### src/pkg/wide_timer_pkg.sv
// constants shared by the wide timer control block and its prescaler
package wide_timer_pkg;

  // ==========================================================================
  // register indices (byte address is four times the index)
  localparam int              ADDR_W        = 16;
  localparam logic [11:0]     IDX_COMMON    = 12'hd01;
  localparam logic [11:0]     IDX_CONTROL   = 12'hd02;
  localparam logic [11:0]     IDX_RELOAD_LO = 12'hd10;
  localparam logic [11:0]     IDX_RELOAD_HI = 12'hd11;
  localparam logic [11:0]     IDX_CAPT_LO   = 12'hd12;
  localparam logic [11:0]     IDX_CAPT_HI   = 12'hd13;
  localparam logic [11:0]     IDX_PORT_OUT  = 12'hd14;

  // ==========================================================================
  // wide_timer_control fields
  localparam int              CTL_RUN       = 7;
  localparam int              CTL_SINGLE    = 6;
  localparam int              CTL_TIMEOUT   = 5;
  localparam int              CTL_PRESC_HI  = 4;
  localparam int              CTL_PRESC_LO  = 3;
  localparam int              CTL_CAP_IE    = 2;
  localparam int              CTL_TO_IE     = 1;
  localparam int              CTL_PIN_SEL   = 0;

  // common_function_control fields
  localparam int              CMN_MODE      = 7;
  localparam int              CMN_EDGE_HI   = 5;
  localparam int              CMN_EDGE_LO   = 4;
  localparam int              CMN_INIT_OUT  = 0;

  // ==========================================================================
  // reset values and masks
  localparam logic [7:0]      CONTROL_RESET = 8'h00;
  localparam logic [7:0]      COMMON_RESET  = 8'h00;
  localparam logic [15:0]     RELOAD_RESET  = 16'hffff;
  localparam logic [15:0]     CAPT_RESET    = 16'h0000;
  localparam logic [7:0]      SMR_KEEP_MASK = 8'h1c;
  localparam logic [15:0]     COUNT_MAX     = 16'hffff;

  // edge detector choices in demodulation mode
  localparam logic [1:0]      EDGE_FALL     = 2'b00;
  localparam logic [1:0]      EDGE_RISE     = 2'b01;
  localparam logic [1:0]      EDGE_BOTH     = 2'b10;

  // timer sequencing
  typedef enum logic [1:0] {st_idle, st_run, st_halted} timer_state_t;

  // byte address of a register index
  function automatic logic [ADDR_W-1:0] byte_addr(input logic [11:0] idx);
    byte_addr = {2'b00, idx, 2'b00};
  endfunction : byte_addr

endpackage : wide_timer_pkg

### src/rtl/wide_timer_prescaler.sv
// input clock prescaler for the wide timer: one tick pulse per divided period
`timescale 1ns/1ns
module wide_timer_prescaler
  import wide_timer_pkg::*;
(
  input  wire logic       pclk,
  input  wire logic       presetn,
  input  wire logic       run,
  input  wire logic [1:0] prescale_select,
  output logic            tick
);

  logic [2:0] div_q;
  logic [2:0] div_d;
  logic       tick_q;
  logic       tick_d;
  logic [2:0] limit;

  // ==========================================================================
  // divide by 1, 2, 4 or 8; restarts whenever the timer is stopped
  always_comb begin
    limit  = 3'((4'h1 << prescale_select) - 4'h1);
    div_d  = div_q;
    tick_d = 1'b0;
    if (!run) begin
      div_d = 3'h0;
    end else if (div_q >= limit) begin
      div_d  = 3'h0;
      tick_d = 1'b1;
    end else begin
      div_d = 3'(div_q + 3'h1);
    end
  end

  always_ff @(posedge pclk or negedge presetn) begin
    if (!presetn) begin
      div_q  <= 3'h0;
      tick_q <= 1'b0;
    end else begin
      div_q  <= div_d;
      tick_q <= tick_d;
    end
  end

  assign tick = tick_q;

endmodule : wide_timer_prescaler

### src/rtl/wide_timer_control.sv
// wide timer control register, 16-bit counter, capture and pin routing
// ============================================================================
// What this block does
// - transmit mode: control bit 6 picks reload-and-continue or halt at terminal count
// - demodulation mode: count captured into low or high register on input edge
// - control bit 2 lets each capture raise a capture interrupt request
// - capture interrupt enable survives a stop mode recovery
// - control bit 1 lets terminal count raise a time-out interrupt request
// - control bit 0 routes timer output or port value to port 3 pin 5
// - common register bit 7: 0 transmit mode, 1 demodulation mode
// - while disabled the timer output sits at inverse of initial level
`timescale 1ns/1ns
module wide_timer_control
  import wide_timer_pkg::*;
(
  input  wire logic              pclk,
  input  wire logic              presetn,
  input  wire logic              psel,
  input  wire logic              penable,
  input  wire logic              pwrite,
  input  wire logic [ADDR_W-1:0] paddr,
  input  wire logic [31:0]       pwdata,
  output logic      [31:0]       prdata,
  output logic                   pready,
  output logic                   pslverr,
  input  wire logic              capture_pin,
  input  wire logic              smr_event,
  output logic                   port3_pin5,
  output logic                   wide_timer_output,
  output logic                   capture_irq,
  output logic                   timeout_irq
);

  // ==========================================================================
  // state
  logic [7:0]   ctl_q, ctl_d;
  logic [7:0]   cmn_q, cmn_d;
  logic [15:0]  reload_q, reload_d;
  logic [15:0]  capt_lo_q, capt_lo_d;
  logic [15:0]  capt_hi_q, capt_hi_d;
  logic         port_out_q, port_out_d;
  logic [15:0]  count_q, count_d;
  logic         out_q, out_d;
  logic         pin_q, pin_d;
  logic         cap_irq_q, cap_irq_d;
  logic         to_irq_q, to_irq_d;
  timer_state_t state_q, state_d;
  logic [31:0]  rdata_q, rdata_d;
  logic         ready_q, ready_d;
  logic         err_q, err_d;
  logic         sync1_q, sync2_q, sync3_q;

  logic         wr_en;
  logic         setup;
  logic         tick;
  logic         demod;
  logic         rise;
  logic         fall;
  logic         cap_low;
  logic         cap_high;
  logic         tc;
  logic [1:0]   edge_sel;

  // ==========================================================================
  // address decode
  function automatic logic is_reg(input logic [ADDR_W-1:0] a, input logic [11:0] idx);
    is_reg = (a == byte_addr(idx));
  endfunction : is_reg

  function automatic logic mapped(input logic [ADDR_W-1:0] a);
    mapped = is_reg(a, IDX_COMMON)    || is_reg(a, IDX_CONTROL)   ||
             is_reg(a, IDX_RELOAD_LO) || is_reg(a, IDX_RELOAD_HI) ||
             is_reg(a, IDX_CAPT_LO)   || is_reg(a, IDX_CAPT_HI)   ||
             is_reg(a, IDX_PORT_OUT);
  endfunction : mapped

  // setup phase loads the answer; access phase then completes with no wait
  assign setup = psel && !penable;
  assign wr_en = psel && penable && ready_q && pwrite && !err_q;

  // ==========================================================================
  // capture pin synchroniser; the first stage feeds only the second
  always_ff @(posedge pclk or negedge presetn) begin
    if (!presetn) begin
      sync1_q <= 1'b0;
      sync2_q <= 1'b0;
      sync3_q <= 1'b0;
    end else begin
      sync1_q <= capture_pin;
      sync2_q <= sync1_q;
      sync3_q <= sync2_q;
    end
  end

  assign demod    = cmn_q[CMN_MODE];
  assign edge_sel = cmn_q[CMN_EDGE_HI:CMN_EDGE_LO];
  assign rise     = sync2_q && !sync3_q;
  assign fall     = !sync2_q && sync3_q;

  // reserved edge code captures nothing
  assign cap_high = demod && (state_q == st_run) && rise &&
                    (edge_sel == EDGE_RISE || edge_sel == EDGE_BOTH);
  assign cap_low  = demod && (state_q == st_run) && fall &&
                    (edge_sel == EDGE_FALL || edge_sel == EDGE_BOTH);

  // ==========================================================================
  // prescaler
  wide_timer_prescaler u_prescaler (
    .pclk            (pclk),
    .presetn         (presetn),
    .run             (state_q == st_run),
    .prescale_select (ctl_q[CTL_PRESC_HI:CTL_PRESC_LO]),
    .tick            (tick)
  );

  // ==========================================================================
  // counter sequencing and output level
  always_comb begin
    state_d   = state_q;
    count_d   = count_q;
    out_d     = out_q;
    capt_lo_d = capt_lo_q;
    capt_hi_d = capt_hi_q;
    tc        = 1'b0;
    case (state_q)
      st_idle: begin
        out_d = !cmn_q[CMN_INIT_OUT];
        if (ctl_q[CTL_RUN]) begin
          state_d = st_run;
          count_d = demod ? 16'h0000 : reload_q;
          out_d   = cmn_q[CMN_INIT_OUT];
        end
      end
      st_run: begin
        if (!ctl_q[CTL_RUN]) begin
          state_d = st_idle;
          out_d   = !cmn_q[CMN_INIT_OUT];
        end else if (demod) begin
          // capture restarts the count so each value is one interval
          if (cap_low) begin
            capt_lo_d = count_q;
            count_d   = 16'h0000;
          end else if (cap_high) begin
            capt_hi_d = count_q;
            count_d   = 16'h0000;
          end else if (tick) begin
            count_d = 16'(count_q + 16'h0001);
            tc      = (count_q == COUNT_MAX);
          end
        end else if (tick) begin
          if (count_q == 16'h0000) begin
            tc    = 1'b1;
            out_d = !out_q;
            if (ctl_q[CTL_SINGLE]) begin
              state_d = st_halted;
            end else begin
              count_d = reload_q;
            end
          end else begin
            count_d = 16'(count_q - 16'h0001);
          end
        end
      end
      st_halted: begin
        // holds the last level until the run bit is cleared by software or by a stop mode recovery
        if (!ctl_q[CTL_RUN]) begin
          state_d = st_idle;
          out_d   = !cmn_q[CMN_INIT_OUT];
        end
      end
      default: begin
        state_d = st_idle;
      end
    endcase
  end

  // ==========================================================================
  // software registers with hardware side effects
  always_comb begin
    ctl_d      = ctl_q;
    cmn_d      = cmn_q;
    reload_d   = reload_q;
    port_out_d = port_out_q;
    // stop mode recovery keeps prescale and capture enable only
    if (smr_event) begin
      ctl_d = ctl_q & SMR_KEEP_MASK;
    end
    if (wr_en && is_reg(paddr, IDX_CONTROL)) begin
      ctl_d = pwdata[7:0];
      ctl_d[CTL_TIMEOUT] = ctl_q[CTL_TIMEOUT] && !pwdata[CTL_TIMEOUT];
    end
    if (wr_en && is_reg(paddr, IDX_COMMON)) begin
      cmn_d = pwdata[7:0];
    end
    if (wr_en && is_reg(paddr, IDX_RELOAD_LO)) begin
      reload_d[7:0] = pwdata[7:0];
    end
    if (wr_en && is_reg(paddr, IDX_RELOAD_HI)) begin
      reload_d[15:8] = pwdata[7:0];
    end
    if (wr_en && is_reg(paddr, IDX_PORT_OUT)) begin
      port_out_d = pwdata[0];
    end
    // a terminal count in the same cycle as a clear still sets the flag
    if (tc) begin
      ctl_d[CTL_TIMEOUT] = 1'b1;
    end
  end

  // ==========================================================================
  // registered outputs: pin mux and interrupt request pulses
  always_comb begin
    pin_d     = ctl_q[CTL_PIN_SEL] ? out_q : port_out_q;
    cap_irq_d = (cap_low || cap_high) && ctl_q[CTL_CAP_IE];
    to_irq_d  = tc && ctl_q[CTL_TO_IE];
  end

  // ==========================================================================
  // bus answer prepared in the setup phase
  // error flag lives only in the access cycle so the port comes straight off it
  always_comb begin
    rdata_d = rdata_q;
    ready_d = 1'b0;
    err_d   = 1'b0;
    if (setup) begin
      ready_d = 1'b1;
      err_d   = !mapped(paddr);
      rdata_d = 32'h0000_0000;
      if (is_reg(paddr, IDX_CONTROL)) begin
        rdata_d[7:0] = ctl_q;
      end else if (is_reg(paddr, IDX_COMMON)) begin
        rdata_d[7:0] = cmn_q;
      end else if (is_reg(paddr, IDX_RELOAD_LO)) begin
        rdata_d[7:0] = reload_q[7:0];
      end else if (is_reg(paddr, IDX_RELOAD_HI)) begin
        rdata_d[7:0] = reload_q[15:8];
      end else if (is_reg(paddr, IDX_CAPT_LO)) begin
        rdata_d[15:0] = capt_lo_q;
      end else if (is_reg(paddr, IDX_CAPT_HI)) begin
        rdata_d[15:0] = capt_hi_q;
      end else if (is_reg(paddr, IDX_PORT_OUT)) begin
        rdata_d[0] = port_out_q;
      end
    end
  end

  // ==========================================================================
  // registers
  always_ff @(posedge pclk or negedge presetn) begin
    if (!presetn) begin
      ctl_q      <= CONTROL_RESET;
      cmn_q      <= COMMON_RESET;
      reload_q   <= RELOAD_RESET;
      capt_lo_q  <= CAPT_RESET;
      capt_hi_q  <= CAPT_RESET;
      port_out_q <= 1'b0;
      count_q    <= 16'h0000;
      out_q      <= 1'b1;
      pin_q      <= 1'b0;
      cap_irq_q  <= 1'b0;
      to_irq_q   <= 1'b0;
      state_q    <= st_idle;
      rdata_q    <= 32'h0000_0000;
      ready_q    <= 1'b0;
      err_q      <= 1'b0;
    end else begin
      ctl_q      <= ctl_d;
      cmn_q      <= cmn_d;
      reload_q   <= reload_d;
      capt_lo_q  <= capt_lo_d;
      capt_hi_q  <= capt_hi_d;
      port_out_q <= port_out_d;
      count_q    <= count_d;
      out_q      <= out_d;
      pin_q      <= pin_d;
      cap_irq_q  <= cap_irq_d;
      to_irq_q   <= to_irq_d;
      state_q    <= state_d;
      rdata_q    <= rdata_d;
      ready_q    <= ready_d;
      err_q      <= err_d;
    end
  end

  assign prdata            = rdata_q;
  assign pready            = ready_q;
  assign pslverr           = err_q;
  assign port3_pin5        = pin_q;
  assign wide_timer_output = out_q;
  assign capture_irq       = cap_irq_q;
  assign timeout_irq       = to_irq_q;

endmodule : wide_timer_control

### config.mk
export PLATFORM = sky130hd
export DESIGN_NAME = wide_timer_control
export DESIGN_NICKNAME = d
export VERILOG_FILES = /design/src/pkg/wide_timer_pkg.sv /design/src/rtl/wide_timer_prescaler.sv /design/src/rtl/wide_timer_control.sv
export SDC_FILE = /design/constraint.sdc
export NUM_CORES = 1
export LEC_CHECK = 0
export BUFFER_PORTS_ARGS = -buffer_cell sky130_fd_sc_hd__buf_2
export CAP_MARGIN = 20
export CORE_MARGIN = 8
export CORE_UTILIZATION = 25
export CTS_BUF_LIST = sky130_fd_sc_hd__clkbuf_4
export CTS_CLUSTER_SIZE = 16
export DETAILED_ROUTE_END_ITERATION = 8
export GPL_TIMING_DRIVEN = 0
export HOLD_SLACK_MARGIN = 0.15
export PLACE_DENSITY_LB_ADDON = 0.25
export SETUP_SLACK_MARGIN = 0.05
export SLEW_MARGIN = 20
export SYNTH_ARGS = -nofsm -noshare
export SYNTH_HDL_FRONTEND = slang
export SYNTH_SLANG_ARGS = --single-unit
### constraint.sdc
create_clock -name pclk -period 6.9 [get_ports pclk]
set_clock_uncertainty 0.05 [all_clocks]
set_input_delay 1.38 -clock pclk [delete_from_list [all_inputs] [get_ports pclk]]
set_output_delay 1.38 -clock pclk [all_outputs]
set_load 0.01 [all_outputs]
==> PnR_summary.wiki <==
{| class="wikitable"
! Metric !! Value
|-
| Combinational fraction of design power || 15.9%
|-
| Final HPWL DP || ~15000 microns
|-
| Design internal power || 818 uW
|-
| Xor/xnor share of the synthesized area || 0.683%
|-
| Number of iterations in the first detailed-routing pass || 7
|-
| Largest voltage drop on the vdd net || between 50 and 60 uV
|-
| CP Class || in -> reg
|-
| Number of remaining DRC errors || 0
|-
| Maximum number of pins on one net before global-route repair || 60
|-
| Fraction of the mapped netlist area in simple logic gates || 19.2%
|-
| Largest area contributor in the synthesized netlist || dfrtp_1
|-
| Final-report hold violation count || 0
|-
| Clock latency of the later-clocked register in the worst-skew pair || approximately 500 ps
|-
| Slew of the pin with the lowest slew margin || about 680 ps
|-
| Clock slew seen by the registers of the worst setup and hold paths || between 150 and 200 ps
|-
| Share of the synthesized area in compound gates (AO/OA/AOI/OAI) || between 10% and 20%
|-
| Vert. Die Dim || between 150 and 200 microns
|-
| Reg power frac || between 50% and 60%
|-
| Layout cell share with drive strength beyond 1 || between 20 and 25%
|-
| Sequential area share after synthesis || between 40% and 50%
|-
| Flip-flop and latch area || around 2800 sq um
|-
| Die Span X || between 150 and 200 microns
|-
| Hold/Removal Path Class || reg -> reg
|-
| Area enclosed by the die boundary || slightly above 30000 sq um
|-
| Min setup slack post-route || 3820 ps
|-
| Via count of the first global-routing pass || 5307
|-
| LEAKAGE || around 3.2 nW
|-
| Clock root buffer || clkbuf_4
|-
| I/O pin count || just over 90
|-
| Number of enable flip-flop cells after synthesis || 0
|-
| Antenna Nets Post-Route || 0
|-
| Global-route wire length before repair || about 32000 microns
|-
| Max Cap Viol || 0
|-
| Max Slew Vio Count || 0
|-
| GPL Wtd Cong || 0.897
|-
| Pre-CTS setup slack || between 3000 and 4000 ps
|-
| Netlist cell types || 75
|-
| Cells after Synth || between 600 and 700
|-
| Number of placement rows || 58
|-
| Via density per instance || around 5.0
|-
| Final Net Count || 823
|-
| Post-CTS Setup Repair Bufs || 0
|-
| Initial antenna violation count || 2
|-
| FF+latch count, synth || ~110
|-
| Finished Cell Area || about 7300 sq um
|-
| Post-Route WL || between 20000 and 25000 microns
|-
| Multiplexer share of the synthesized area || a little under a tenth
|-
| Placed standard-cell area || just over 7000 sq um
|-
| Clock buffers created by TritonCTS || 9
|-
| Max Fclk || about 320 MHz
|-
| Core Box Area || 25200 sq um
|-
| Share of flip-flops with an asynchronous set or reset || 100%
|-
| Filler Cell Count || ~2700
|-
| GR Util All Layers || between 10% and 20%
|-
| Deepest clock path buffer count || 2
|-
| Worst slew margin relative to its limit || 54.1%
|-
| Shortest period the worst path allows || a little over 3000 ps
|-
| Growth of design area from synthesis to finish || 13.6%
|-
| Yosys Warn Count || 0
|-
| Type of destination of the critical path || flop
|-
| TritonCTS sink count || ~110
|-
| Clock tree from TritonCTS || yes
|-
| Footprint of the multi-input gates || between 3000 and 4000 sq um
|-
| Required time of the worst setup path || around 7300 ps
|-
| Worst Setup Start Kind || primary input
|-
| Crit path arrival time || between 3000 and 4000 ps
|-
| Starting Density || 25.4%
|-
| Setup slack, reg-to-reg || 3840 ps
|-
| Switch share || 31.6%
|-
| Detailed-route via count || around 5400
|-
| Leading register cell type out of synthesis || dfrtp_1
|-
| Net Switching || 378 uW
|-
| Gates resized, CTS repair || 0
|-
| Total number of H-tree levels || 3
|-
| Outcome || finished, final reports clean
|-
| PortBufs || between 40 and 50
|-
| Dominant combinational cell family by area after synthesis || simple AND/OR/NAND/NOR gates
|-
| End-of-flow core utilization || 28.9%
|-
| Routed wire per std cell || 18.6 microns
|-
| Violation count after the first detailed-route iteration || 530
|-
| Total congestion overflow after global routing || 0
|-
| Hold Slack || between 300 and 400 ps
|-
| Average cell area after synthesis || ~9.4 sq um
|-
| Final Cycle Share || roughly 45%
|-
| Unrepaired setup endpoints after global routing || false
|-
| Worst Path Max Fanout || 10
|-
| Summed instance area of the synthesized netlist || 6410 sq um
|-
| Power density over cell area || roughly 160 nW/um^2
|-
| Synth area leaders || dfrtp_1, dfstp_2, mux2_2
|-
| Hold-fix buffers at CTS || 0
|-
| Total of endpoints with negative setup slack in the final report || 0
|-
| Share of the synthesized area in the top cell type || between 30% and 40%
|-
| Total negative slack || 0 ps
|-
| Clock network fraction of design power || approximately 27%
|-
| Adder and majority gate portion of the synthesized area || about 2.5%
|}
## metrics by stage
stage	power, mW	std cells
3_3_place_gp	0.876	1073
5_1_grt	1.25	1091
6_report	1.20	1091
4_1_cts	1.20	1090
3_5_place_dp	0.877	1074
2_1_floorplan	0.805	694
## sequential cells by signal, indices dropped and copies added (netlist names), 3 cells and up
register / cells
capt_hi_q: 16
capt_lo_q: 16
count_q: 16
prdata: 16
reload_q: 16
cmn_q: 8
ctl_q: 8
u_prescaler.div_q: 3
## cell families (layout without fill, tap and decap cells)
logic type / after synthesis / count (layout)
AO/OA/AOI/OAI: 177 / 177
XOR/XNOR: 5 / 5
flip-flops: 112 / 112
other: 1 / 17
AND/OR/NAND/NOR: 225 / 225
multiplexers: 54 / 54
buffers and inverters: 92 / 158
adder cells (fa/ha/maj): 13 / 13
## synthesized netlist by cell type, types with 9 or more instances
cell type	instances
a211oi_1	11
a21oi_1	34
and3_1	9
buf_2	13
buf_4	17
clkbuf_1	32
dfrtp_1	95
dfstp_2	17
ha_1	13
inv_1	28
mux2_2	34
mux2i_1	11
nand2_1	79
nand3_1	19
nand4_1	16
nor2_1	32
nor3_1	12
o21ai_0	62
## critical path, cell delays in order
cell and delay, ps:
buf_2 100, or4b_4 580, nor3_2 360, nand2_1 220, nor4_4 400, buf_2 290, nand2_1 70, o21ai_0 70
## cells in the final DEF, fill, tap and decap left out, types with 9 or more instances in the layout
master,Yosys,final
nand2_1,79,79
mux2i_1,11,11
clkbuf_1,32,32
buf_4,17,17
nor2_1,32,32
dfstp_2,17,17
o21ai_0,62,62
mux2_2,34,34
conb_1,1,16
and3_1,9,9
nor3_1,12,12
nand4_1,16,16
clkbuf_4,0,12
a21oi_1,34,34
dfrtp_1,95,95
buf_2,13,61
a211oi_1,11,11
inv_1,28,28
nand3_1,19,19
ha_1,13,13
## path summary, 6_finish.rpt
kind,startpoint,endpoint,depth (start not counted)
max,paddr[8],reload_q[3],8
min,sync1_q,sync2_q,0
max reg2reg,count_q[0],count_q[12],9
min reg2reg,sync1_q,sync2_q,0
max in group asynchronous,presetn,reload_q[8],2
min in group asynchronous,presetn,u_prescaler.div_q[2],1
## cell type report
type / count / share of cell area, %
repair buffers: 50 / 3.83
clock inverters: 4 / 0.413
clock buffers: 12 / 1.24
well taps: 330 / 5.67
flip-flops and latches: 112 / 38.8
plain buffers: 63 / 4.45
inverters: 29 / 1.50
diodes: 1 / 0.0344
multi-input cells: 490 / 44.1
## power by group through the flow
stage,combinational (mW),clock (mW),sequential (mW)
after floorplan,0.118,0,0.687
after global placement,0.187,0,0.689
after detailed placement,0.188,0,0.689
after CTS,0.189,0.337,0.678
after global routing,0.210,0.359,0.679
final,0.190,0.328,0.677
## metal layers
metal / global-route usage [%] / vias to the layer above / wire length, microns / part of all wire, %
li1: - / 2577 / - / -
met1: 18.1 / 2654 / 9420 / 46
met2: 19.6 / 175 / 9030 / 44
met3: 2.39 / 33 / 1250 / 6.1
met4: 5.69 / 0 / 629 / 3.1
met5: 0 / - / 0 / 0
No activity file was read; power rests on OpenSTA's default activity.
